**src/common/nrc_map.vh**
```
// Address map, field positions, reset values and timing constants of the receiver config bank
`ifndef NRC_MAP_VH
`define NRC_MAP_VH

// ---------------------------------------------------------------
// Register indices and byte addresses (index times four)
// ---------------------------------------------------------------
`define IDX_FRAME_START  8'h34
`define IDX_RX_CONTROL   8'h35
`define IDX_RX_BLANKING  8'h36
`define IDX_RX_THRESHOLD 8'h37
`define IDX_RX_STATUS    8'h40
`define ADDR_FRAME_START ({2'h0, `IDX_FRAME_START, 2'h0})
`define ADDR_RX_CONTROL  ({2'h0, `IDX_RX_CONTROL, 2'h0})
`define ADDR_RX_BLANKING ({2'h0, `IDX_RX_BLANKING, 2'h0})
`define ADDR_RX_THRESH   ({2'h0, `IDX_RX_THRESHOLD, 2'h0})
`define ADDR_RX_STATUS   ({2'h0, `IDX_RX_STATUS, 2'h0})

// ---------------------------------------------------------------
// Field positions
// ---------------------------------------------------------------
`define FS_SOF_EN     5
`define FS_SOF_SEEN   4
`define FS_SUBCARRIER_IRQ_ENABLE    2
`define FS_SUBC_SEEN  1
`define FS_SUBC_LIVE  0
`define RC_ALLOW      7
`define RC_MULTI      6
`define RC_EOF_TYPE   5
`define RC_GUARD      4
`define RC_SUPPRESS   3
`define RC_RATE_HI    2
`define BL_UNIT       7
`define BL_COUNT_HI   6
`define ST_ACTIVE     0
`define ST_BLANK      1
`define ST_RATE_OK    2
`define ST_EOF_CHECK  3

// ---------------------------------------------------------------
// Reset values
// ---------------------------------------------------------------
`define RST_FRAME_START 8'h00
`define RST_RX_CONTROL  8'h00
`define RST_RX_BLANKING 8'h00
`define RST_RX_THRESH   8'h00

// ---------------------------------------------------------------
// Rates and timing
// ---------------------------------------------------------------
`define CLK_KHZ         100000
`define CARRIER_KHZ     13560
`define CARRIER_PERIODS 16
`define BAUD_26   26
`define BAUD_52   52
`define BAUD_106  106
`define BAUD_212  212
`define BAUD_424  424
`define BAUD_847  847
`define RATE_26   3'h2
`define RATE_52   3'h3
`define RATE_106  3'h4
`define RATE_212  3'h5
`define RATE_424  3'h6
`define RATE_847  3'h7
`define SUPPRESS_BYTES 2'h3

`endif

```
**src/core/nrc_rx_config.v**
```verilog
// Receiver configuration and status bank with framing control, APB slave
`timescale 1ns/1ps
`include "nrc_map.vh"
module nrc_rx_config #(
  parameter [7:0] GUARD_LIMIT = 8'h20
) (
  input  wire        clk,
  input  wire        rst,
  input  wire [11:0] paddr,
  input  wire        psel,
  input  wire        penable,
  input  wire        pwrite,
  input  wire [31:0] pwdata,
  output reg  [31:0] prdata_ff,
  output reg         pready_ff,
  output reg         pslverr_ff,
  input  wire        sofPulse,
  input  wire        subcarrierLive,
  input  wire        txEnd,
  input  wire        rxStart,
  input  wire        typeBMode,
  input  wire        crcEnable,
  input  wire [1:0]  frameEndSymbolLow,
  input  wire [7:0]  errorReg,
  input  wire        byteValid,
  input  wire [7:0]  byteData,
  input  wire        bytePartial,
  input  wire        frameEnd,
  input  wire        rxError,
  input  wire        rxCollision,
  output reg         fifoWrEn_ff,
  output reg  [7:0]  fifoWrData_ff,
  output reg         fifoReset_ff,
  output reg         rxActive_ff,
  output reg         rxBlank_ff,
  output reg         frameEndTypeB_ff,
  output reg         frameEndCheck_ff,
  output reg         protocolErr_ff,
  output reg         disturbErr_ff,
  output reg         receiveStartIrq_ff,
  output reg         rxIrq_ff,
  output reg  [3:0]  amplitudeThreshold_ff,
  output reg  [3:0]  phaseThreshold_ff
);

  // ---------------------------------------------------------------
  // Register state
  // ---------------------------------------------------------------
  reg  [7:0]  frameStart_ff;
  reg  [7:0]  rxControl_ff;
  reg  [7:0]  rxBlanking_ff;
  reg         subcPrev_ff;
  reg  [7:0]  nxt_frameStart;
  reg         sofLatched_ff;
  reg  [1:0]  frameBytes_ff;
  reg         errPending_ff;
  reg  [6:0]  blankLeft_ff;
  reg  [7:0]  guardCount_ff;
  reg         guardArmed_ff;
  reg  [15:0] halfPeriod;
  reg  [31:0] halfWide;
  wire [31:0] carrierWide;
  wire [7:0]  threshRst;
  reg         rateOk;
  wire        halfTick;
  wire        carrierTick;
  wire        blankTick;
  wire        acceptIn;
  wire        wrAccess;
  wire        setupPhase;
  wire        mapped;
  wire        subcRise;
  wire        suppressHit;
  wire        shortFrame;
  wire        writeOk;

  assign setupPhase = psel && !penable;
  assign wrAccess   = psel && penable && pready_ff && pwrite;
  assign mapped     = paddr == `ADDR_FRAME_START || paddr == `ADDR_RX_CONTROL ||
                      paddr == `ADDR_RX_BLANKING || paddr == `ADDR_RX_THRESH ||
                      paddr == `ADDR_RX_STATUS;

  // ---------------------------------------------------------------
  // Rate decode and time bases
  // ---------------------------------------------------------------
  always @* begin
    rateOk = 1'b1;
    case (rxControl_ff[`RC_RATE_HI:0])
      `RATE_26:  halfWide = `CLK_KHZ / 2 / `BAUD_26;
      `RATE_52:  halfWide = `CLK_KHZ / 2 / `BAUD_52;
      `RATE_106: halfWide = `CLK_KHZ / 2 / `BAUD_106;
      `RATE_212: halfWide = `CLK_KHZ / 2 / `BAUD_212;
      `RATE_424: halfWide = `CLK_KHZ / 2 / `BAUD_424;
      `RATE_847: halfWide = `CLK_KHZ / 2 / `BAUD_847;
      default: begin
        // Reserved codes stop the half-bit base
        halfWide = 32'h0000_0000;
        rateOk   = 1'b0;
      end
    endcase
    // Periods stay far below 16 bits, so the slice loses nothing
    halfPeriod = halfWide[15:0];
  end

  // Rounded to the nearest cycle: truncating would shorten every unit
  assign carrierWide = (`CARRIER_PERIODS * `CLK_KHZ + `CARRIER_KHZ / 2) / `CARRIER_KHZ;

  // Half-bit base follows the data rate code
  // Reserved rate codes hold the half-bit divider idle
  nrc_tick_div u_half_div (
    .clk     (clk),
    .rst     (rst),
    .run     (rateOk),
    .period  (halfPeriod),
    .tick_ff (halfTick)
  );

  nrc_tick_div u_carrier_div (
    .clk     (clk),
    .rst     (rst),
    .run     (1'b1),
    .period  (carrierWide[15:0]),
    .tick_ff (carrierTick)
  );

  assign blankTick = rxBlanking_ff[`BL_UNIT] ? halfTick : carrierTick;

  // ---------------------------------------------------------------
  // APB slave, zero wait states
  // ---------------------------------------------------------------
  always @(posedge clk) begin
    if (rst) begin
      pready_ff  <= 1'b0;
      pslverr_ff <= 1'b0;
      prdata_ff  <= 32'h0000_0000;
    end else begin
      pready_ff  <= setupPhase;
      pslverr_ff <= setupPhase && !mapped;
      prdata_ff  <= 32'h0000_0000;
      if (setupPhase && !pwrite) begin
        case (paddr)
          `ADDR_FRAME_START: prdata_ff[7:0] <= frameStart_ff;
          `ADDR_RX_CONTROL:  prdata_ff[7:0] <= rxControl_ff;
          `ADDR_RX_BLANKING: prdata_ff[7:0] <= rxBlanking_ff;
          `ADDR_RX_THRESH:   prdata_ff[7:0] <= {amplitudeThreshold_ff, phaseThreshold_ff};
          `ADDR_RX_STATUS: begin
            prdata_ff[`ST_ACTIVE]    <= rxActive_ff;
            prdata_ff[`ST_BLANK]     <= rxBlank_ff;
            prdata_ff[`ST_RATE_OK]   <= rateOk;
            prdata_ff[`ST_EOF_CHECK] <= frameEndCheck_ff;
          end
          default: prdata_ff <= 32'h0000_0000;
        endcase
      end
    end
  end

  // ---------------------------------------------------------------
  // Writable configuration
  // ---------------------------------------------------------------
  // Both nibbles reset from the one register value
  assign threshRst = `RST_RX_THRESH;

  always @(posedge clk) begin
    if (rst) begin
      rxControl_ff          <= `RST_RX_CONTROL;
      rxBlanking_ff         <= `RST_RX_BLANKING;
      amplitudeThreshold_ff <= threshRst[7:4];
      phaseThreshold_ff     <= threshRst[3:0];
    end else if (wrAccess) begin
      if (paddr == `ADDR_RX_CONTROL)
        rxControl_ff <= pwdata[7:0];
      if (paddr == `ADDR_RX_BLANKING)
        rxBlanking_ff <= pwdata[7:0];
      if (paddr == `ADDR_RX_THRESH) begin
        amplitudeThreshold_ff <= pwdata[7:4];
        phaseThreshold_ff     <= pwdata[3:0];
      end
    end
  end

  // ---------------------------------------------------------------
  // Detection flags
  // ---------------------------------------------------------------
  assign subcRise = subcarrierLive && !subcPrev_ff;
  assign acceptIn = !rxBlank_ff;

  always @* begin
    nxt_frameStart = frameStart_ff;
    if (wrAccess && paddr == `ADDR_FRAME_START) begin
      nxt_frameStart[`FS_SOF_EN]  = pwdata[`FS_SOF_EN];
      nxt_frameStart[`FS_SUBCARRIER_IRQ_ENABLE] = pwdata[`FS_SUBCARRIER_IRQ_ENABLE];
      // Zero clears a sticky flag, one keeps it
      if (!pwdata[`FS_SOF_SEEN])
        nxt_frameStart[`FS_SOF_SEEN] = 1'b0;
      if (!pwdata[`FS_SUBC_SEEN])
        nxt_frameStart[`FS_SUBC_SEEN] = 1'b0;
    end
    // Detection wins over a clear in the same cycle
    if (sofPulse && acceptIn)
      nxt_frameStart[`FS_SOF_SEEN] = 1'b1;
    if (subcarrierLive && acceptIn)
      nxt_frameStart[`FS_SUBC_SEEN] = 1'b1;
    nxt_frameStart[`FS_SUBC_LIVE] = subcarrierLive;
    nxt_frameStart[7:6] = 2'h0;
    nxt_frameStart[3]   = 1'b0;
  end

  always @(posedge clk) begin
    if (rst) begin
      frameStart_ff      <= `RST_FRAME_START;
      subcPrev_ff        <= 1'b0;
      receiveStartIrq_ff <= 1'b0;
    end else begin
      frameStart_ff      <= nxt_frameStart;
      subcPrev_ff        <= subcarrierLive;
      receiveStartIrq_ff <= acceptIn &&
        ((sofPulse && frameStart_ff[`FS_SOF_EN]) ||
         (subcRise && frameStart_ff[`FS_SUBCARRIER_IRQ_ENABLE]));
    end
  end

  // ---------------------------------------------------------------
  // Post-transmit blanking
  // ---------------------------------------------------------------
  always @(posedge clk) begin
    if (rst) begin
      blankLeft_ff <= 7'h00;
      rxBlank_ff   <= 1'b0;
    end else if (txEnd) begin
      blankLeft_ff <= rxBlanking_ff[`BL_COUNT_HI:0];
      rxBlank_ff   <= rxBlanking_ff[`BL_COUNT_HI:0] != 7'h00;
    end else if (rxBlank_ff && blankTick) begin
      blankLeft_ff <= blankLeft_ff - 7'h01;
      rxBlank_ff   <= blankLeft_ff != 7'h01;
    end
  end

  // ---------------------------------------------------------------
  // Frame end selection
  // ---------------------------------------------------------------
  always @(posedge clk) begin
    if (rst) begin
      frameEndTypeB_ff <= 1'b0;
      frameEndCheck_ff <= 1'b0;
    end else begin
      frameEndTypeB_ff <= rxControl_ff[`RC_EOF_TYPE];
      frameEndCheck_ff <= rxControl_ff[`RC_EOF_TYPE] ||
                          frameEndSymbolLow != 2'h0;
    end
  end

  // ---------------------------------------------------------------
  // Receive framing: FIFO writes, suppression, guard time
  // ---------------------------------------------------------------
  // Complete bytes always pass; a partial one needs allow or no CRC
  assign writeOk = byteValid && rxActive_ff && acceptIn &&
                   (!bytePartial || !crcEnable || rxControl_ff[`RC_ALLOW]);
  assign suppressHit = rxControl_ff[`RC_SUPPRESS] && rxActive_ff &&
                       (rxError || rxCollision) &&
                       frameBytes_ff < `SUPPRESS_BYTES;
  assign shortFrame = rxControl_ff[`RC_SUPPRESS] && sofLatched_ff &&
                      frameBytes_ff < `SUPPRESS_BYTES;

  always @(posedge clk) begin
    if (rst) begin
      rxActive_ff   <= 1'b0;
      fifoWrEn_ff   <= 1'b0;
      fifoWrData_ff <= 8'h00;
      fifoReset_ff  <= 1'b0;
      frameBytes_ff <= 2'h0;
      sofLatched_ff <= 1'b0;
      errPending_ff <= 1'b0;
      disturbErr_ff <= 1'b0;
      rxIrq_ff      <= 1'b0;
    end else begin
      fifoWrEn_ff   <= 1'b0;
      fifoReset_ff  <= 1'b0;
      disturbErr_ff <= 1'b0;
      rxIrq_ff      <= 1'b0;
      if (rxStart)
        rxActive_ff <= 1'b1;
      if (sofPulse && acceptIn && rxActive_ff)
        sofLatched_ff <= 1'b1;
      if (suppressHit) begin
        // Early bytes are taken as noise and dropped
        fifoReset_ff  <= 1'b1;
        frameBytes_ff <= 2'h0;
      end else if (writeOk) begin
        fifoWrEn_ff   <= 1'b1;
        fifoWrData_ff <= byteData;
        if (frameBytes_ff != `SUPPRESS_BYTES)
          frameBytes_ff <= frameBytes_ff + 2'h1;
      end else if (errPending_ff) begin
        // Error byte waits for a free write slot
        fifoWrEn_ff   <= 1'b1;
        fifoWrData_ff <= errorReg;
        errPending_ff <= 1'b0;
      end
      if (frameEnd && rxActive_ff) begin
        frameBytes_ff <= 2'h0;
        sofLatched_ff <= 1'b0;
        if (shortFrame) begin
          disturbErr_ff <= 1'b1;
          fifoReset_ff  <= 1'b1;
        end else begin
          rxIrq_ff <= 1'b1;
        end
        if (rxControl_ff[`RC_MULTI])
          errPending_ff <= 1'b1;
        else
          rxActive_ff <= 1'b0;
      end
    end
  end

  // Gap between bytes counted in half bits, Type B only
  always @(posedge clk) begin
    if (rst) begin
      guardCount_ff  <= 8'h00;
      guardArmed_ff  <= 1'b0;
      protocolErr_ff <= 1'b0;
    end else begin
      protocolErr_ff <= 1'b0;
      if (!rxActive_ff || !typeBMode || !rxControl_ff[`RC_GUARD] || frameEnd) begin
        guardCount_ff <= 8'h00;
        guardArmed_ff <= 1'b0;
      end else if (byteValid) begin
        guardCount_ff <= 8'h00;
        guardArmed_ff <= 1'b1;
      end else if (guardArmed_ff && halfTick) begin
        if (guardCount_ff == GUARD_LIMIT) begin
          // Flag once per gap, then stop counting
          protocolErr_ff <= 1'b1;
          guardArmed_ff  <= 1'b0;
        end else begin
          guardCount_ff <= guardCount_ff + 8'h01;
        end
      end
    end
  end

endmodule // nrc_rx_config

```
**src/core/nrc_tick_div.v**
```verilog
// Programmable divider giving a one-cycle tick every period cycles
`timescale 1ns/1ps
module nrc_tick_div (
  input  wire        clk,
  input  wire        rst,
  input  wire        run,
  input  wire [15:0] period,
  output reg         tick_ff
);

  reg [15:0] count_ff;

  // A zero period means no valid rate: stay silent
  always @(posedge clk) begin
    if (rst || !run || period == 16'h0000) begin
      count_ff <= 16'h0000;
      tick_ff  <= 1'b0;
    end else if (count_ff >= period - 16'h0001) begin
      count_ff <= 16'h0000;
      tick_ff  <= 1'b1;
    end else begin
      count_ff <= count_ff + 16'h0001;
      tick_ff  <= 1'b0;
    end
  end

endmodule // nrc_tick_div

```
**config.mk**
```make
export PLATFORM = sky130hd
export DESIGN_NAME = nrc_rx_config
export DESIGN_NICKNAME = d
export VERILOG_FILES = /design/src/core/nrc_rx_config.v /design/src/core/nrc_tick_div.v
export VERILOG_INCLUDE_DIRS = /design/src /design/src/common
export SDC_FILE = /design/constraint.sdc
export NUM_CORES = 1
export LEC_CHECK = 0
export CAP_MARGIN = 30
export CORE_MARGIN = 5
export CORE_UTILIZATION = 55
export DETAILED_ROUTE_END_ITERATION = 16
export DONT_BUFFER_PORTS = 1
export PLACE_DENSITY = 0.78
export SLEW_MARGIN = 20
export SYNTH_ARGS = -nofsm -noshare
export SYNTH_HDL_FRONTEND = slang
export SYNTH_HIERARCHICAL = 1
export SYNTH_SLANG_ARGS = --single-unit
```
**constraint.sdc**
```tcl
create_clock -name clk -period 6.5 [get_ports clk]
set_clock_uncertainty 0.1 [all_clocks]
set_input_delay 0.325 -clock clk [delete_from_list [all_inputs] [get_ports clk]]
set_output_delay 0.325 -clock clk [all_outputs]
set_load 0.02 [all_outputs]
```
==> results.json <==
{
  "outcome": "complete, no violations",
  "worstReg2RegStart": "rxControl_ff[2]$_SDFFE_PP0P_",
  "root_buffer": "clkbuf_16",
  "ys_types": 63,
  "power.internal_mw": 1.076,
  "cp-end-kind": "flop",
  "clockBufferDepth": 2,
  "nNetsFinal": 911,
  "clkLatencyLatePin_ns": 0.35,
  "rrSetupSlack_ns": 2.32,
  "numClockSinks": 111,
  "worstMarginPinSlew_ns": 0.9194,
  "grt_max_degree": 43,
  "tritoncts": "yes",
  "final_area_um2": 7083,
  "dr_total_vias": 5119,
  "grt_pass1_wl_um": 24080,
  "std_cell_rows": 39,
  "r2r-end": "u_half_div/count_ff[3]$_SDFF_PP0_",
  "synthToLayoutAreaGrowth_pct": 9.922,
  "cp_common_cell": "nand4_1",
  "yosys_warnings": 6,
  "fin_crit_ns": 4.182,
  "slew_viol_final": 0,
  "fin_cells": 939,
  "die_h_um": 118.2,
  "ir_worst_vdd_v": 0.0002419,
  "setup_ws_ns": 2.318,
  "synthAdderAreaFrac": 0.07961,
  "wl_per_cell_um": 15.22,
  "start_util": 0.5619,
  "synth_top_flop_cell": "dfxtp_1",
  "crit_start": "rxControl_ff[2]$_SDFFE_PP0P_",
  "drc": 0,
  "die_x_um": 118.2,
  "routed_wl_um": 14290,
  "required_ns": 6.61,
  "p_leak_nw": 2.963,
  "whs_path_depth": 2,
  "final_util": 0.6177,
  "pwr-share-clk": 0.432,
  "timing.final.crit_share": 0.6434,
  "hold_slack_ns": 0.02029,
  "muxShareOfSynthArea": 0.07728,
  "synthXorXnorAreaFrac": 0.09515,
  "grt_pass1_vias": 4949,
  "cp-endpoint": "u_half_div/count_ff[3]$_SDFF_PP0_",
  "setup_violations": 0,
  "post-place-ws_ns": 2.311,
  "crit_path_max_fanout": 16,
  "p_sw_frac": 0.2305,
  "clk_pin_slew_ns": 0.07,
  "nFillCells": 958,
  "h-tree-depth": 3,
  "gp_congestion": 0.8821,
  "place_hpwl_um": 10800,
  "drive_gt1_frac": 0.05653,
  "io_pins": 138,
  "cap_violations": 0,
  "dieArea_um2": 13980,
  "core_um2": 11470,
  "synth-seq-cells": 111,
  "dpl_cell_area_um2": 6695,
  "p_total_mw": 1.398,
  "async_reset_ff_frac": 0,
  "synth.cell_area_um2": 6444,
  "drt_iter0_markers": 320,
  "worstSetupPathType": "reg2reg",
  "comb_power_share": 0.065,
  "cts_buffers": 9,
  "drtPass1Iterations": 5,
  "postRouteAntennaNets": 0,
  "cp.arrival_ns": 4.29,
  "netlist_instances": 727,
  "synth_seq_area_share": 0.3449,
  "diodes": 0,
  "max_freq_ghz": 0.2391,
  "via_per_inst": 5.452,
  "rsz0062_at_grt": "no",
  "numPortBuffers": 0,
  "tns_ns": 0,
  "synthSimpleGateAreaFrac": 0.2435,
  "grt-ovfl-total": 0,
  "cp-start-kind": "flop",
  "antenna_found_initial": 0,
  "power_density_nw_per_um2": 197.4,
  "place_inst": 919,
  "synth_compound_area_frac": 0.09515,
  "crit_path_cell_trace": "nand2b_1 -> inv_1 -> a21o_1 -> or4_1 -> or4_4 -> nor4_4 -> xnor2_1 -> ha_1 -> nand4_1 -> nor3_1 -> o311ai_0 -> nand4_1 -> nor2_1",
  "pwr-share-seq": 0.504,
  "finalHoldViolCount": 0,
  "synth_area_per_cell_um2": 8.863,
  "worst_path_largest_cell_delay_ns": 0.54,
  "reg2reg_depth": 13,
  "slew_headroom": 0.3844,
  "min_path_type": "in2reg",
  "synth_edf_count": 0,
  "grtUsageTotal": 0.2035,
  "synth_top_family_by_area": "simple AND/OR/NAND/NOR gates",
  "power_switching_uw": 322.3,
  "crit_slowest_cell": "nand4_1"
}
timing repair:
action | in CTS | in global routing
endpoints found under the hold margin | 47 | 0
setup buffers | 0 | 0
resized for setup | 0 | 0
hold buffers | 5 | 0
logic make-up (layout without fill, tap and decap cells):
kind of cell,after synthesis,after routing
flip-flops,111,111
other,2,99
XOR/XNOR,70,70
adder cells (fa/ha/maj),41,41
buffers and inverters,79,51
multiplexers,45,45
AO/OA/AOI/OAI,94,94
AND/OR/NAND/NOR,285,285
power by group through the flow:
stage	Combinational (mW)	Sequential, mW	Clock [mW]
global placement	0.0761	0.720	0
detailed placement	0.0791	0.720	0
global route	0.102	0.705	0.647
CTS	0.0875	0.704	0.616
floorplan	0.0916	0.716	0
finish	0.0902	0.704	0.604
cell type report:
type	count	area, µm²	share of cell area
well taps	143	178.9	0.02526
clock inverters	5	88.84	0.01254
inverters	31	116.4	0.01643
repair buffers	5	60.06	0.008479
clock buffers	10	239.0	0.03374
multi-input cells	634	4178	0.5898
flip-flops and latches	111	2222	0.3137
cell usage after synthesis (5+ instances only):
library cell	instances	area share
dfxtp_1	111	0.34
nor2_1	81	0.047
xnor2_1	49	0.067
ha_1	41	0.080
nor3_1	41	0.032
mux2i_1	37	0.057
a21oi_1	34	0.026
nand2_1	33	0.019
inv_1	31	0.018
buf_4	24	0.028
nand3_1	24	0.019
xor2_1	21	0.029
nand2b_1	18	0.017
nand4_1	16	0.016
clkbuf_1	15	0.0087
o21ai_0	12	0.0093
a211oi_1	11	0.013
nor2b_1	11	0.011
nor4_1	10	0.0097
a22oi_1	6	0.0070
and2_1	6	0.0058
o21a_1	6	0.0070
buf_2	5	0.0039
registers in the layout, summed over array words and instances (netlist names), 2 cells and up:
| signal | count |
|---|---|
| rxControl_ff | 8 |
| blankLeft_ff | 7 |
| prdata_ff | 8 |
| frameStart_ff | 5 |
| u_half_div/count_ff | 16 |
| guardCount_ff | 8 |
| phaseThreshold_ff | 4 |
| amplitudeThreshold_ff | 4 |
| rxBlanking_ff | 8 |
| frameBytes_ff | 2 |
| fifoWrData_ff | 8 |
| u_carrier_div/count_ff | 16 |
worst max-delay path, delay by kind of cell, from the launching register on:
| family | cells | cell delay (ns) |
|---|---|---|
| adder cells (fa/ha/maj) | 1 | 0.29 |
| buffers and inverters | 1 | 0.10 |
| AO/OA/AOI/OAI | 2 | 0.46 |
| AND/OR/NAND/NOR | 8 | 2.47 |
| XOR/XNOR | 1 | 0.10 |
| flip-flops | 1 | 0.52 |
placed cells by master (no fill, tap or decap), types with 6 or more instances in the layout:
master     instances
nand2b_1          18
nand2_1           33
a21oi_1           34
dfxtp_1          111
ha_1              41
clkbuf_16          9
nand4_1           16
mux2i_1           37
nor3_1            41
a211oi_1          11
inv_1             31
o21ai_0           12
conb_1            99
o21a_1             6
a22oi_1            6
and2_1             6
nor2b_1           11
xnor2_1           49
nor4_1            10
nor2_1            81
nand3_1           24
xor2_1            21
worst min path at each step:
stage / start / to
floorplan: penable / pready_ff$_SDFF_PP0_
global placement: rst / frameEndCheck_ff$_SDFF_PP0_
detailed placement: rst / phaseThreshold_ff[2]$_SDFFE_PP0P_
CTS: subcarrierLive / frameStart_ff[1]$_SDFFE_PP0P_
global route: subcarrierLive / frameStart_ff[1]$_SDFFE_PP0P_
finish: pwdata[3] / phaseThreshold_ff[3]$_SDFFE_PP0P_
metal layers:
| layer | up-vias | share of wire | global-route usage |
|---|---|---|---|
| li1 | 2570 | - | - |
| met1 | 2389 | 0.41 | 0.2427 |
| met2 | 142 | 0.50 | 0.3555 |
| met3 | 18 | 0.065 | 0.06065 |
| met4 | 0 | 0.018 | 0.05591 |
| met5 | - | 0 | 0 |
Note: power is estimated with default switching activity, not from simulation.
